**config.mk**
```make
export PLATFORM = sky130hd
export DESIGN_NAME = asc_channel
export DESIGN_NICKNAME = d
export VERILOG_FILES = /design/src/asc_pkg.sv /design/src/asc_buf_if.sv /design/src/asc_rx_buffer.sv /design/src/asc_channel.sv
export VERILOG_INCLUDE_DIRS = /design/src /design/src/src
export SDC_FILE = /design/constraint.sdc
export NUM_CORES = 1
export LEC_CHECK = 0
export ABC_AREA = 1
export CORE_MARGIN = 2
export CORE_UTILIZATION = 64
export CTS_CLUSTER_DIAMETER = 50
export DETAILED_ROUTE_END_ITERATION = 6
export DONT_BUFFER_PORTS = 1
export PLACE_DENSITY = 0.87
export SLEW_MARGIN = 40
export SYNTH_ARGS = -nofsm -noshare
export SYNTH_HDL_FRONTEND = slang
export SYNTH_SLANG_ARGS = --single-unit
```
**constraint.sdc**
```tcl
create_clock -name clk -period 3.45 [get_ports clk]
set_input_delay 0.345 -clock clk [delete_from_list [all_inputs] [get_ports clk]]
set_output_delay 0.345 -clock clk [all_outputs]
set_load 0.03 [all_outputs]
```
**src/asc_consts.svh**
```systemverilog
`ifndef ASC_CONSTS_SVH
`define ASC_CONSTS_SVH

// register offsets on the 3-bit port
`define ASC_OFF_DATA      3'h0
`define ASC_OFF_IRQ_EN    3'h1
`define ASC_OFF_IRQ_SRC   3'h2
`define ASC_OFF_LINE_FMT  3'h3
`define ASC_OFF_HS_OUT    3'h4
`define ASC_OFF_LINE_ST   3'h5
`define ASC_OFF_HS_IN     3'h6
`define ASC_OFF_SCRATCH   3'h7

// line format fields
`define ASC_LF_LEN_LSB    0
`define ASC_LF_STOP       2
`define ASC_LF_PAR_EN     3
`define ASC_LF_EVEN       4
`define ASC_LF_STICK      5
`define ASC_LF_BREAK      6
`define ASC_LF_DIVISOR_ACCESS_BIT       7

// handshake output fields
`define ASC_HO_DTR        0
`define ASC_HO_RTS        1
`define ASC_HO_OUT1       2
`define ASC_HO_OUT2       3
`define ASC_HO_LOOP       4

// interrupt source codes
`define ASC_ID_LINE       2'h3
`define ASC_ID_RXDATA     2'h2
`define ASC_ID_TXEMPTY    2'h1
`define ASC_ID_MODEM      2'h0

// reset values
`define ASC_RST_BYTE      8'h00
`define ASC_RST_DIVISOR   16'h0001

// timing: system clock and baud reference
`define ASC_CLK_HZ        125000000
`define ASC_REF_HZ        1843200
`define ASC_ACC_W         27
`define ASC_TICKS_BIT     5'h10
`define ASC_TICKS_1P5     5'h18
`define ASC_TICKS_2       6'h20
`define ASC_MID_BIT       4'h7

`endif

```
**src/asc_pkg.sv**
```systemverilog
package asc_pkg;

  typedef enum logic [2:0] {ASC_TX_IDLE, ASC_TX_START, ASC_TX_DATA, ASC_TX_PAR, ASC_TX_STOP} asc_tx_state_t;
  typedef enum logic [2:0] {ASC_RX_IDLE, ASC_RX_START, ASC_RX_DATA, ASC_RX_PAR, ASC_RX_STOP} asc_rx_state_t;

  // number of data bits minus one for the length select
  function automatic logic [2:0] asc_last_bit(input logic [1:0] len_sel);
    asc_last_bit = {1'b1, len_sel};
  endfunction : asc_last_bit

  // parity bit for a character under the current format
  function automatic logic asc_parity(input logic [7:0] d, input logic [1:0] len_sel,
                                      input logic even, input logic stick);
    logic [7:0] m;
    m = d & (8'hFF >> (3'h3 - {1'b0, len_sel}));
    if (stick) asc_parity = ~even;
    else asc_parity = even ? (^m) : ~(^m);
  endfunction : asc_parity

endpackage : asc_pkg

```
**src/asc_buf_if.sv**
```systemverilog
`timescale 1ns/1ps
// valid/ready byte channel into and out of the receive buffer
interface asc_buf_if;
  logic       in_valid;
  logic       in_ready;
  logic [7:0] in_data;
  logic       out_valid;
  logic       out_ready;
  logic [7:0] out_data;
  modport buffer (input in_valid, in_data, out_ready, output in_ready, out_valid, out_data);
  modport user (output in_valid, in_data, out_ready, input in_ready, out_valid, out_data);
endinterface : asc_buf_if

```
**src/asc_rx_buffer.sv**
```systemverilog
`timescale 1ns/1ps
module asc_rx_buffer #(
  parameter int WIDTH = 8,
  parameter int DEPTH = 2
) (
  input  wire logic  clk,
  input  wire logic  reset_n,
  asc_buf_if.buffer  bus
);
  localparam int AW = (DEPTH > 1) ? $clog2(DEPTH) : 1;

  logic [WIDTH-1:0] mem [DEPTH];
  logic [AW-1:0]    wr_ptr;
  logic [AW-1:0]    rd_ptr;
  logic [AW:0]      count;
  logic             push;
  logic             pop;

  assign push = bus.in_valid & bus.in_ready;
  assign pop  = bus.out_valid & bus.out_ready;
  // full stops the writer honestly; the receiver turns that into overrun
  assign bus.in_ready  = (count != (AW+1)'(DEPTH));
  assign bus.out_valid = (count != '0);
  assign bus.out_data  = mem[rd_ptr];

  // storage is plain registers, head read straight out of them
  always_ff @(posedge clk) begin
    if (push) mem[wr_ptr] <= bus.in_data;
  end

  // pointers and fill level
  always_ff @(posedge clk or negedge reset_n) begin
    if (!reset_n) begin
      wr_ptr <= '0;
      rd_ptr <= '0;
      count  <= '0;
    end else begin
      if (push) wr_ptr <= (wr_ptr == AW'(DEPTH-1)) ? '0 : wr_ptr + 1'b1;
      if (pop) rd_ptr <= (rd_ptr == AW'(DEPTH-1)) ? '0 : rd_ptr + 1'b1;
      count <= count + (AW+1)'(push) - (AW+1)'(pop);
    end
  end
endmodule : asc_rx_buffer

```
**src/asc_channel.sv**
```systemverilog
`timescale 1ns/1ps
`include "asc_consts.svh"

// Function
// - enable bits 0..3 gate rx data, tx empty, line status, modem interrupts
// - id bit 0 reads zero while an enabled interrupt is pending
// - id bits 2:1 name the source, bits 7:3 read zero
// - format bits 1:0 select five to eight data bits
// - format bit 2 selects stop bit count on transmit
// - format bits 3..6 give parity enable, even, stick and break
// - format bit 7 maps offsets 0 and 1 onto the divisor bytes
// - handshake bits drive terminal ready, send request, two outputs, loopback
// - line state bits 0..3 are ready, overrun, parity and framing errors
// - line state bits 4..6 are break, hold empty, shift empty
// - handshake input bits 0..3 record changes since last read
// - handshake input bits 4..7 show present input levels
// - divisor is sixteen bits split into low and high bytes
// - divisor gives sixteen times baud from the reference rate
// - offsets 0..7 map data, enables, id, format, handshake out, status, handshake in, scratch
// - frame is start, data, optional parity, one, 1.5 or two stops
// - divisor 1 to 65535 clocks both transmitter and receiver
module asc_channel
  import asc_pkg::*;
(
  input  wire logic       clk,
  input  wire logic       reset_n,
  input  wire logic [2:0] reg_addr,
  input  wire logic       reg_wr,
  input  wire logic       reg_rd,
  input  wire logic [7:0] reg_wdata,
  output      logic [7:0] reg_rdata,
  output      logic       irq,
  input  wire logic       sin,
  output      logic       sout,
  input  wire logic       cts_n,
  input  wire logic       dsr_n,
  input  wire logic       ri_n,
  input  wire logic       dcd_n,
  output      logic       dtr_n,
  output      logic       rts_n,
  output      logic       out1_n,
  output      logic       out2_n
);

  ////////////////////////////////////////////////////////////////////////////
  // register file
  logic [7:0]     irq_enable_reg;
  logic [7:0]     line_format_reg;
  logic [7:0]     handshake_out_reg;
  logic [7:0]     scratch_reg;
  logic [7:0]     divisor_low_byte;
  logic [7:0]     divisor_high_byte;
  logic [7:0]     tx_hold_reg;
  logic           tx_hold_empty;
  logic           tx_shift_empty;
  logic           overrun, parity_error, framing_error, break_seen;
  logic           cts_changed, dsr_changed, ring_trailing_edge, carrier_changed;
  logic           tx_hold_empty_pend;
  logic [3:0]     hs_now, hs_prev;
  logic [7:0]     line_state_reg, handshake_in_reg, irq_source_reg;
  logic [1:0]     irq_code;
  logic           irq_any;
  logic           divisor_access_bit, loop_on, wr_thr, rd_rbr, rd_lsr, rd_msr, rd_iir;
  logic           tx_load;
  asc_buf_if      rxb ();

  assign divisor_access_bit    = line_format_reg[`ASC_LF_DIVISOR_ACCESS_BIT];
  assign loop_on = handshake_out_reg[`ASC_HO_LOOP];

  // offset decode with the divisor access overlay
  assign wr_thr = reg_wr && reg_addr == `ASC_OFF_DATA && !divisor_access_bit;
  assign rd_rbr = reg_rd && reg_addr == `ASC_OFF_DATA && !divisor_access_bit;
  assign rd_lsr = reg_rd && reg_addr == `ASC_OFF_LINE_ST;
  assign rd_msr = reg_rd && reg_addr == `ASC_OFF_HS_IN;
  assign rd_iir = reg_rd && reg_addr == `ASC_OFF_IRQ_SRC;

  // plain read/write registers; unused upper bits are never stored
  always_ff @(posedge clk or negedge reset_n) begin
    if (!reset_n) begin
      irq_enable_reg    <= `ASC_RST_BYTE;
      line_format_reg   <= `ASC_RST_BYTE;
      handshake_out_reg <= `ASC_RST_BYTE;
      scratch_reg       <= `ASC_RST_BYTE;
      divisor_low_byte  <= 8'(`ASC_RST_DIVISOR);
      divisor_high_byte <= 8'(`ASC_RST_DIVISOR >> 8);
    end else if (reg_wr) begin
      unique case (reg_addr)
        `ASC_OFF_DATA:     if (divisor_access_bit) divisor_low_byte <= reg_wdata;
        `ASC_OFF_IRQ_EN: begin
          if (divisor_access_bit) divisor_high_byte <= reg_wdata;
          else irq_enable_reg <= {4'h0, reg_wdata[3:0]};
        end
        `ASC_OFF_LINE_FMT: line_format_reg <= reg_wdata;
        `ASC_OFF_HS_OUT:   handshake_out_reg <= {3'h0, reg_wdata[4:0]};
        `ASC_OFF_SCRATCH:  scratch_reg <= reg_wdata;
        default: ;
      endcase
    end
  end

  ////////////////////////////////////////////////////////////////////////////
  // baud generation: reference enable, then divisor down to 16x tick
  logic [`ASC_ACC_W-1:0] ref_acc;
  logic                  ref_en;
  logic [15:0]           div_cnt;
  logic                  tick;
  logic [15:0]           divisor;

  assign divisor = {divisor_high_byte, divisor_low_byte};

  // fractional accumulator: average rate is exact, jitter is one clock
  always_ff @(posedge clk or negedge reset_n) begin
    if (!reset_n) begin
      ref_acc <= '0;
      ref_en  <= 1'b0;
    end else if (ref_acc + `ASC_ACC_W'(`ASC_REF_HZ) >= `ASC_ACC_W'(`ASC_CLK_HZ)) begin
      ref_acc <= ref_acc + `ASC_ACC_W'(`ASC_REF_HZ) - `ASC_ACC_W'(`ASC_CLK_HZ);
      ref_en  <= 1'b1;
    end else begin
      ref_acc <= ref_acc + `ASC_ACC_W'(`ASC_REF_HZ);
      ref_en  <= 1'b0;
    end
  end

  // a zero divisor behaves as 65536 rather than stalling the line
  always_ff @(posedge clk or negedge reset_n) begin
    if (!reset_n) begin
      div_cnt <= '0;
      tick    <= 1'b0;
    end else begin
      tick <= 1'b0;
      if (ref_en) begin
        if (div_cnt >= divisor - 16'h0001) begin // a lowered divisor must not wait for a wrap
          div_cnt <= '0;
          tick    <= 1'b1;
        end else begin
          div_cnt <= div_cnt + 16'h0001;
        end
      end
    end
  end

  ////////////////////////////////////////////////////////////////////////////
  // transmitter
  asc_tx_state_t tx_state;
  logic [5:0]    tx_cnt;
  logic [7:0]    tx_shift;
  logic [2:0]    tx_bit;
  logic          tx_line;
  logic [5:0]    stop_ticks;

  // 1.5 stops only for five-bit characters
  always_comb begin
    if (!line_format_reg[`ASC_LF_STOP]) stop_ticks = {1'b0, `ASC_TICKS_BIT};
    else if (line_format_reg[1:0] == 2'h0) stop_ticks = {1'b0, `ASC_TICKS_1P5};
    else stop_ticks = `ASC_TICKS_2;
  end

  assign tx_load = (tx_state == ASC_TX_IDLE) && !tx_hold_empty;

  // holding register and its empty flag
  always_ff @(posedge clk or negedge reset_n) begin
    if (!reset_n) begin
      tx_hold_reg   <= `ASC_RST_BYTE;
      tx_hold_empty <= 1'b1;
    end else if (wr_thr) begin
      tx_hold_reg   <= reg_wdata;
      tx_hold_empty <= 1'b0;
    end else if (tx_load) begin
      tx_hold_empty <= 1'b1;
    end
  end

  // frame sequencer, 16 ticks per bit
  always_ff @(posedge clk or negedge reset_n) begin
    if (!reset_n) begin
      tx_state <= ASC_TX_IDLE;
      tx_cnt   <= '0;
      tx_shift <= '0;
      tx_bit   <= '0;
      tx_line  <= 1'b1;
    end else if (tx_load) begin
      tx_state <= ASC_TX_START;
      tx_shift <= tx_hold_reg;
      tx_cnt   <= '0;
      tx_bit   <= '0;
      tx_line  <= 1'b0;
    end else if (tick && tx_state != ASC_TX_IDLE) begin
      tx_cnt <= tx_cnt + 6'h01;
      if (tx_state == ASC_TX_STOP ? tx_cnt == stop_ticks - 6'h01 : tx_cnt == 6'h0F) begin
        tx_cnt <= '0;
        unique case (tx_state)
          ASC_TX_START: begin
            tx_state <= ASC_TX_DATA;
            tx_line  <= tx_shift[0];
          end
          ASC_TX_DATA: begin
            if (tx_bit == asc_last_bit(line_format_reg[1:0])) begin
              if (line_format_reg[`ASC_LF_PAR_EN]) begin
                tx_state <= ASC_TX_PAR;
                tx_line  <= asc_parity(tx_shift, line_format_reg[1:0],
                                       line_format_reg[`ASC_LF_EVEN], line_format_reg[`ASC_LF_STICK]);
              end else begin
                tx_state <= ASC_TX_STOP;
                tx_line  <= 1'b1;
              end
            end else begin
              tx_bit  <= tx_bit + 3'h1;
              tx_line <= tx_shift[tx_bit + 3'h1];
            end
          end
          ASC_TX_PAR: begin
            tx_state <= ASC_TX_STOP;
            tx_line  <= 1'b1;
          end
          ASC_TX_STOP: tx_state <= ASC_TX_IDLE;
          default: tx_state <= ASC_TX_IDLE;
        endcase
      end
    end
  end

  assign tx_shift_empty = (tx_state == ASC_TX_IDLE);

  ////////////////////////////////////////////////////////////////////////////
  // receiver: start validated at mid bit, then one sample per 16 ticks
  asc_rx_state_t rx_state;
  logic [3:0]    rx_cnt;
  logic [2:0]    rx_bit;
  logic [7:0]    rx_shift;
  logic          rx_in, rx_par, rx_zero, rx_done, rx_pe, rx_fe, rx_brk;

  assign rx_in = loop_on ? tx_line : sin;

  always_ff @(posedge clk or negedge reset_n) begin
    if (!reset_n) begin
      rx_state <= ASC_RX_IDLE;
      rx_cnt   <= '0;
      rx_bit   <= '0;
      rx_shift <= '0;
      rx_par   <= 1'b0;
      rx_zero  <= 1'b0;
      rx_done  <= 1'b0;
      rx_pe    <= 1'b0;
      rx_fe    <= 1'b0;
      rx_brk   <= 1'b0;
    end else begin
      rx_done <= 1'b0;
      if (tick) begin
        rx_cnt <= rx_cnt + 4'h1;
        unique case (rx_state)
          ASC_RX_IDLE: begin
            rx_cnt <= '0;
            if (!rx_in) rx_state <= ASC_RX_START;
          end
          ASC_RX_START: if (rx_cnt == `ASC_MID_BIT) begin
            rx_cnt   <= '0;
            rx_bit   <= '0;
            rx_shift <= '0;
            rx_zero  <= 1'b1;
            rx_state <= rx_in ? ASC_RX_IDLE : ASC_RX_DATA; // glitch rejected
          end
          ASC_RX_DATA: if (rx_cnt == 4'hF) begin
            rx_shift[rx_bit] <= rx_in;
            rx_zero <= rx_zero & ~rx_in;
            rx_bit  <= rx_bit + 3'h1;
            if (rx_bit == asc_last_bit(line_format_reg[1:0]))
              rx_state <= line_format_reg[`ASC_LF_PAR_EN] ? ASC_RX_PAR : ASC_RX_STOP;
          end
          ASC_RX_PAR: if (rx_cnt == 4'hF) begin
            rx_par   <= rx_in;
            rx_zero  <= rx_zero & ~rx_in;
            rx_state <= ASC_RX_STOP;
          end
          ASC_RX_STOP: if (rx_cnt == 4'hF) begin
            rx_pe    <= line_format_reg[`ASC_LF_PAR_EN] &&
                        rx_par != asc_parity(rx_shift, line_format_reg[1:0],
                                             line_format_reg[`ASC_LF_EVEN], line_format_reg[`ASC_LF_STICK]);
            rx_fe    <= !rx_in;
            rx_brk   <= rx_zero & ~rx_in;
            rx_done  <= 1'b1;
            rx_state <= ASC_RX_IDLE;
          end
          default: rx_state <= ASC_RX_IDLE;
        endcase
      end
    end
  end

  // two-entry buffer between receiver and read port
  assign rxb.in_valid  = rx_done;
  assign rxb.in_data   = rx_shift;
  assign rxb.out_ready = rd_rbr;
  asc_rx_buffer #(.WIDTH(8), .DEPTH(2)) u_rx_buffer (
    .clk     (clk),
    .reset_n (reset_n),
    .bus     (rxb.buffer)
  );

  ////////////////////////////////////////////////////////////////////////////
  // line status flags: a new event wins over the clearing read
  always_ff @(posedge clk or negedge reset_n) begin
    if (!reset_n) begin
      overrun       <= 1'b0;
      parity_error  <= 1'b0;
      framing_error <= 1'b0;
      break_seen    <= 1'b0;
    end else begin
      overrun       <= (overrun & ~rd_lsr) | (rx_done & ~rxb.in_ready);
      parity_error  <= (parity_error & ~rd_lsr) | (rx_done & rx_pe);
      framing_error <= (framing_error & ~rd_lsr) | (rx_done & rx_fe);
      break_seen    <= (break_seen & ~rd_lsr) | (rx_done & rx_brk);
    end
  end

  ////////////////////////////////////////////////////////////////////////////
  // handshake inputs, looped back from the outputs in loopback mode
  always_comb begin
    if (loop_on) hs_now = {handshake_out_reg[`ASC_HO_OUT2], handshake_out_reg[`ASC_HO_OUT1],
                           handshake_out_reg[`ASC_HO_DTR], handshake_out_reg[`ASC_HO_RTS]};
    else hs_now = {~dcd_n, ~ri_n, ~dsr_n, ~cts_n};
  end

  // change flags are sticky until the handshake input read
  always_ff @(posedge clk or negedge reset_n) begin
    if (!reset_n) begin
      hs_prev            <= 4'h0;
      cts_changed        <= 1'b0;
      dsr_changed        <= 1'b0;
      ring_trailing_edge <= 1'b0;
      carrier_changed    <= 1'b0;
    end else begin
      hs_prev            <= hs_now;
      cts_changed        <= (cts_changed & ~rd_msr) | (hs_now[0] ^ hs_prev[0]);
      dsr_changed        <= (dsr_changed & ~rd_msr) | (hs_now[1] ^ hs_prev[1]);
      ring_trailing_edge <= (ring_trailing_edge & ~rd_msr) | (~hs_now[2] & hs_prev[2]);
      carrier_changed    <= (carrier_changed & ~rd_msr) | (hs_now[3] ^ hs_prev[3]);
    end
  end

  ////////////////////////////////////////////////////////////////////////////
  // interrupt identification
  // tx empty source is cleared by reading its id or refilling the holder
  always_ff @(posedge clk or negedge reset_n) begin
    if (!reset_n) tx_hold_empty_pend <= 1'b0;
    else if (tx_load && !wr_thr) tx_hold_empty_pend <= 1'b1;
    else if (wr_thr || (rd_iir && irq_code == `ASC_ID_TXEMPTY)) tx_hold_empty_pend <= 1'b0;
  end

  assign line_state_reg   = {1'b0, tx_shift_empty, tx_hold_empty, break_seen,
                             framing_error, parity_error, overrun, rxb.out_valid};
  assign handshake_in_reg = {hs_now[3], hs_now[2], hs_now[1], hs_now[0], carrier_changed,
                             ring_trailing_edge, dsr_changed, cts_changed};

  always_comb begin
    irq_any  = 1'b1;
    irq_code = `ASC_ID_MODEM;
    if (irq_enable_reg[2] && (overrun | parity_error | framing_error | break_seen))
      irq_code = `ASC_ID_LINE;
    else if (irq_enable_reg[0] && rxb.out_valid)
      irq_code = `ASC_ID_RXDATA;
    else if (irq_enable_reg[1] && tx_hold_empty_pend)
      irq_code = `ASC_ID_TXEMPTY;
    else if (!(irq_enable_reg[3] && handshake_in_reg[3:0] != 4'h0))
      irq_any = 1'b0;
  end

  assign irq_source_reg = {5'h00, irq_code, ~irq_any};

  ////////////////////////////////////////////////////////////////////////////
  // read data, pins and interrupt line all leave from flops
  always_ff @(posedge clk or negedge reset_n) begin
    if (!reset_n) begin
      reg_rdata <= 8'h00;
    end else if (reg_rd) begin
      unique case (reg_addr)
        `ASC_OFF_DATA:     reg_rdata <= divisor_access_bit ? divisor_low_byte : rxb.out_data;
        `ASC_OFF_IRQ_EN:   reg_rdata <= divisor_access_bit ? divisor_high_byte : irq_enable_reg;
        `ASC_OFF_IRQ_SRC:  reg_rdata <= irq_source_reg;
        `ASC_OFF_LINE_FMT: reg_rdata <= line_format_reg;
        `ASC_OFF_HS_OUT:   reg_rdata <= handshake_out_reg;
        `ASC_OFF_LINE_ST:  reg_rdata <= line_state_reg;
        `ASC_OFF_HS_IN:    reg_rdata <= handshake_in_reg;
        `ASC_OFF_SCRATCH:  reg_rdata <= scratch_reg;
        default:           reg_rdata <= 8'h00;
      endcase
    end
  end

  // loopback parks the pins inactive and keeps the line at mark
  always_ff @(posedge clk or negedge reset_n) begin
    if (!reset_n) begin
      sout   <= 1'b1;
      dtr_n  <= 1'b1;
      rts_n  <= 1'b1;
      out1_n <= 1'b1;
      out2_n <= 1'b1;
      irq    <= 1'b0;
    end else begin
      sout   <= loop_on | (tx_line & ~line_format_reg[`ASC_LF_BREAK]);
      dtr_n  <= loop_on | ~handshake_out_reg[`ASC_HO_DTR];
      rts_n  <= loop_on | ~handshake_out_reg[`ASC_HO_RTS];
      out1_n <= loop_on | ~handshake_out_reg[`ASC_HO_OUT1];
      out2_n <= loop_on | ~handshake_out_reg[`ASC_HO_OUT2];
      irq    <= irq_any;
    end
  end

endmodule : asc_channel

```
==> flow_summary.yaml <==
run_status:
  outcome: "finished, violations left"
  failed_checks: "negative hold slack"
synthesis:
  yosys_most_used_dff: "sky130_fd_sc_hd__dfrtp_1"
  compound_gate_fraction_of_synth_area_pct: 10.7
  post_synth_inst_count: 1239
  synthArstFlopShare_pct: 91.2
  syn-mean-instance-area_um2: 8.10
  post_synth_xor_area_fraction_pct: 5.57
  synth.net_count: 1288
  combinational_family_with_the_most_area_after_synthesis: "simple AND/OR/NAND/NOR gates"
  area_of_the_mapped_netlist_mm2: 0.0100
  synth-seq-cells: 181
  yosysWarningCount: 0
  synth_edf_count: 16
  synth.yosys.seq_area_share_pct: 46.0
  portion_of_netlist_area_occupied_by_mux_cells_pct: 0.499
  yosysUniqueCellTypes: 53
  synth_adder_area_share_pct: 3.62
  synthesized_area_fraction_occupied_by_and_or_nand_nor_cells_pct: 26.5
cells_and_area:
  antenna_cells: 0
  layout_commonest_cell: "sky130_fd_sc_hd__nand2_1"
  most-common-layout-cells: "sky130_fd_sc_hd__nand2_1, sky130_fd_sc_hd__dfrtp_1, sky130_fd_sc_hd__inv_1"
  num-fill-cells: 1094
  postLayoutCoreUtil_pct: 70.8
  largestRegisters: "ref_acc (21), div_cnt (16), u_rx_buffer.mem (16)"
  layout.nets: 1284
  syn_to_final_growth_pct: 7.68
  final_cells: 1459
  largest_reg_flops: 21
  largest_register: "ref_acc"
  drive_gt1_share_pct: 8.17
grt:
  grt_pass1_vias: 7783
  grt_first_pass_wirelength_um: 38300
  grtUsageTotal_pct: 29.4
  antenna_found_initial: 0
  pin_count_of_the_biggest_net_entering_global_routing: 166
  gr-total-overflow: 0
power:
  total_switching_power_mw: 1.65
  relative_contribution_of_sequential_cells_to_total_power_pct: 47.9
  power.share.clock_pct: 36.3
  total_power_mw: 5.53
  power_switching_share_pct: 29.8
  internal_power_mw: 3.88
  worst_ir_drop_vdd_uv: 385
  power_per_cell_area_mw_per_mm2: 512
  power.leakage_nw: 5.21
  power.combinational.fraction_pct: 15.8
clock_tree:
  worst_skew_pair.late_latency_ps: 430
  clk_path_buf_depth: 2
  htree_num_levels: 4
  tritoncts.num_buffers: 17
  root_buffer_cell: "sky130_fd_sc_hd__clkbuf_16"
  tritoncts: "built"
  clock_sink_count: 181
  path_clk_slew_ps: 60
timing:
  tightest_slew_ps: 721
  final.min_clock_period_ps: 3100
  rsz0062_at_grt: "no"
  finalHoldViolCount: 163
  post-route-period-util_pct: 89.9
  report.final.setup_viol: 0
  fin_skew_ps: 10.8
  relSlewSlack_pct: 51.8
  final.setup.tns_ps: 0
  slew_viol_final: 0
  achievable-frequency_ghz: 0.322
  timing.hold.ws_ps: -377
routing:
  finalWirelength_um: 23300
  vias: 8323
  first_pass_iters: 7
  vias_per_cell: 5.70
  detail-route-antenna-nets: 0
  route.detailed.wl_per_inst_um: 15.9
  first_iter_violations: 843
  route.detailed.drc: 0
flow_run:
  maxCapViolCount: 0
floorplan:
  die_area_mm2: 0.0167
  die_height_um: 129
  die_w_um: 129
  core_region_area_mm2: 0.0153
  floorplan.initialDensity_pct: 65.8
  rows: 45
  io_pins: 34
place:
  post-place-cells: 1426
  buffer_ports.inserted: 0
  dp.final_hpwl_um: 16100
  gp_routability_congestion: 0.961
worst_setup_path:
  crit_path_max_fo: 8
  critical_path_arrival_ps: 3420
  critical_path.startpoint_type: "flip-flop"
  criticalPathCategory: "reg -> reg"
  critical_path_required_ps: 3770
  endpoint_kind: "flip-flop"
worst_hold_path:
  hold_path_class: "in -> async"
==> layout make-up <==
type | instances | area, um2 | area share [%]
tap | 211 | 264 | 2.44
timing repair buffer | 2 | 15.0 | 0.139
clock inverter | 7 | 120 | 1.11
inverter | 152 | 576 | 5.33
timing repair inverter | 1 | 7.51 | 0.0695
multi-input combinational | 880 | 4720 | 43.7
clock buffer | 25 | 487 | 4.50
sequential | 181 | 4620 | 42.7
==> routing by layer <==
metal / GRT usage (%) / wire, um / up-vias
met3: 7.72 / 1750 / 63
met5: 0 / 0 / -
met1: 37.5 / 9600 / 3878
li1: - / - / 4019
met2: 47.7 / 11100 / 363
met4: 12.3 / 859 / 0
==> path summary, 6_finish.rpt <==
kind	startpoint	endpoint	slack (ps)	depth (start not counted)
setup / recovery	divisor_low_byte[0]	div_cnt[14]	350	20
hold / removal	reset_n	ref_acc[7]	-380	0
setup reg to reg	divisor_low_byte[0]	div_cnt[14]	350	20
hold reg to reg	handshake_out_reg[2]	out1_n	470	1
max in group asynchronous	reset_n	ref_acc[15]	3390	0
min in group clk	reg_rd	reg_rdata[7]	40	1
==> through the flow <==
stage	setup slack (ps)	instance area, um2
floorplan	522	10000
global placement	338	10200
detailed placement	206	10200
CTS	51.9	10800
global route	19.4	10800
finish	349	10800
==> critical path, cell delays in order (launching register included) <==
cell	delay, ps
sky130_fd_sc_hd__dfstp_2	380
sky130_fd_sc_hd__inv_1	110
sky130_fd_sc_hd__ha_1	190
sky130_fd_sc_hd__inv_1	60
sky130_fd_sc_hd__nor2_2	130
sky130_fd_sc_hd__inv_1	70
sky130_fd_sc_hd__nor2_2	120
sky130_fd_sc_hd__nand2_1	120
sky130_fd_sc_hd__nor2_1	120
sky130_fd_sc_hd__nand2_1	70
sky130_fd_sc_hd__nor2_1	120
sky130_fd_sc_hd__xor2_1	150
sky130_fd_sc_hd__inv_1	60
sky130_fd_sc_hd__ha_1	280
sky130_fd_sc_hd__nand4_1	130
sky130_fd_sc_hd__nor3_2	260
sky130_fd_sc_hd__nand3_1	110
sky130_fd_sc_hd__nand3_1	150
sky130_fd_sc_hd__nand2_2	120
sky130_fd_sc_hd__clkinvlp_4	170
sky130_fd_sc_hd__nor2_1	70
==> power groups by stage <==
stage / clock network [mW] / logic, mW / registers, mW
2_1_floorplan: 0 / 0.677 / 2.58
3_3_place_gp: 0 / 0.778 / 2.66
3_5_place_dp: 0 / 0.824 / 2.67
4_1_cts: 2.02 / 0.849 / 2.64
5_1_grt: 2.12 / 0.989 / 2.67
6_report: 2.01 / 0.872 / 2.65
==> cells in the mapped netlist (3+ instances only) <==
| cell type | number | area [um2] |
|---|---|---|
| sky130_fd_sc_hd__nand2_1 | 339 | 1270 |
| sky130_fd_sc_hd__dfrtp_1 | 157 | 3930 |
| sky130_fd_sc_hd__inv_1 | 140 | 526 |
| sky130_fd_sc_hd__o21ai_0 | 116 | 581 |
| sky130_fd_sc_hd__nor2_1 | 91 | 342 |
| sky130_fd_sc_hd__nand3_1 | 71 | 355 |
| sky130_fd_sc_hd__xor2_1 | 37 | 324 |
| sky130_fd_sc_hd__ha_1 | 29 | 363 |
| sky130_fd_sc_hd__xnor2_1 | 25 | 219 |
| sky130_fd_sc_hd__a21oi_1 | 23 | 115 |
| sky130_fd_sc_hd__nor3_1 | 22 | 110 |
| sky130_fd_sc_hd__clkbuf_1 | 17 | 63.8 |
| sky130_fd_sc_hd__edfxtp_1 | 16 | 480 |
| sky130_fd_sc_hd__nand3_2 | 15 | 150 |
| sky130_fd_sc_hd__nand2_2 | 13 | 81.3 |
| sky130_fd_sc_hd__nand4_1 | 11 | 68.8 |
| sky130_fd_sc_hd__o22ai_1 | 11 | 68.8 |
| sky130_fd_sc_hd__inv_2 | 10 | 37.5 |
| sky130_fd_sc_hd__nand3b_1 | 9 | 67.6 |
| sky130_fd_sc_hd__dfstp_2 | 8 | 210 |
| sky130_fd_sc_hd__o211ai_1 | 8 | 60.1 |
| sky130_fd_sc_hd__mux2i_1 | 5 | 50.1 |
| sky130_fd_sc_hd__nor2_4 | 5 | 56.3 |
| sky130_fd_sc_hd__o2111ai_1 | 5 | 43.8 |
| sky130_fd_sc_hd__a211oi_1 | 4 | 30.0 |
| sky130_fd_sc_hd__a31oi_1 | 4 | 25.0 |
| sky130_fd_sc_hd__nand2_4 | 4 | 45.0 |
| sky130_fd_sc_hd__o21a_1 | 4 | 30.0 |
| sky130_fd_sc_hd__o21bai_1 | 4 | 30.0 |
| sky130_fd_sc_hd__a22oi_1 | 3 | 22.5 |
| sky130_fd_sc_hd__nor2_2 | 3 | 18.8 |
==> kinds of logic after synthesis <==
logic type | count (synthesis)
AND/OR/NAND/NOR | 592
flip-flops | 181
multiplexers | 5
XOR/XNOR | 63
adder cells (fa/ha/maj) | 29
buffers and inverters | 178
AO/OA/AOI/OAI | 191
==> repair_timing <==
item,4_1_cts,5_1_grt
endpoints found under the setup margin,0,15
setup buffers,0,0
gates resized for setup,0,6
endpoints found under the hold margin,165,165
Note: power is estimated with default switching activity, not from simulation.
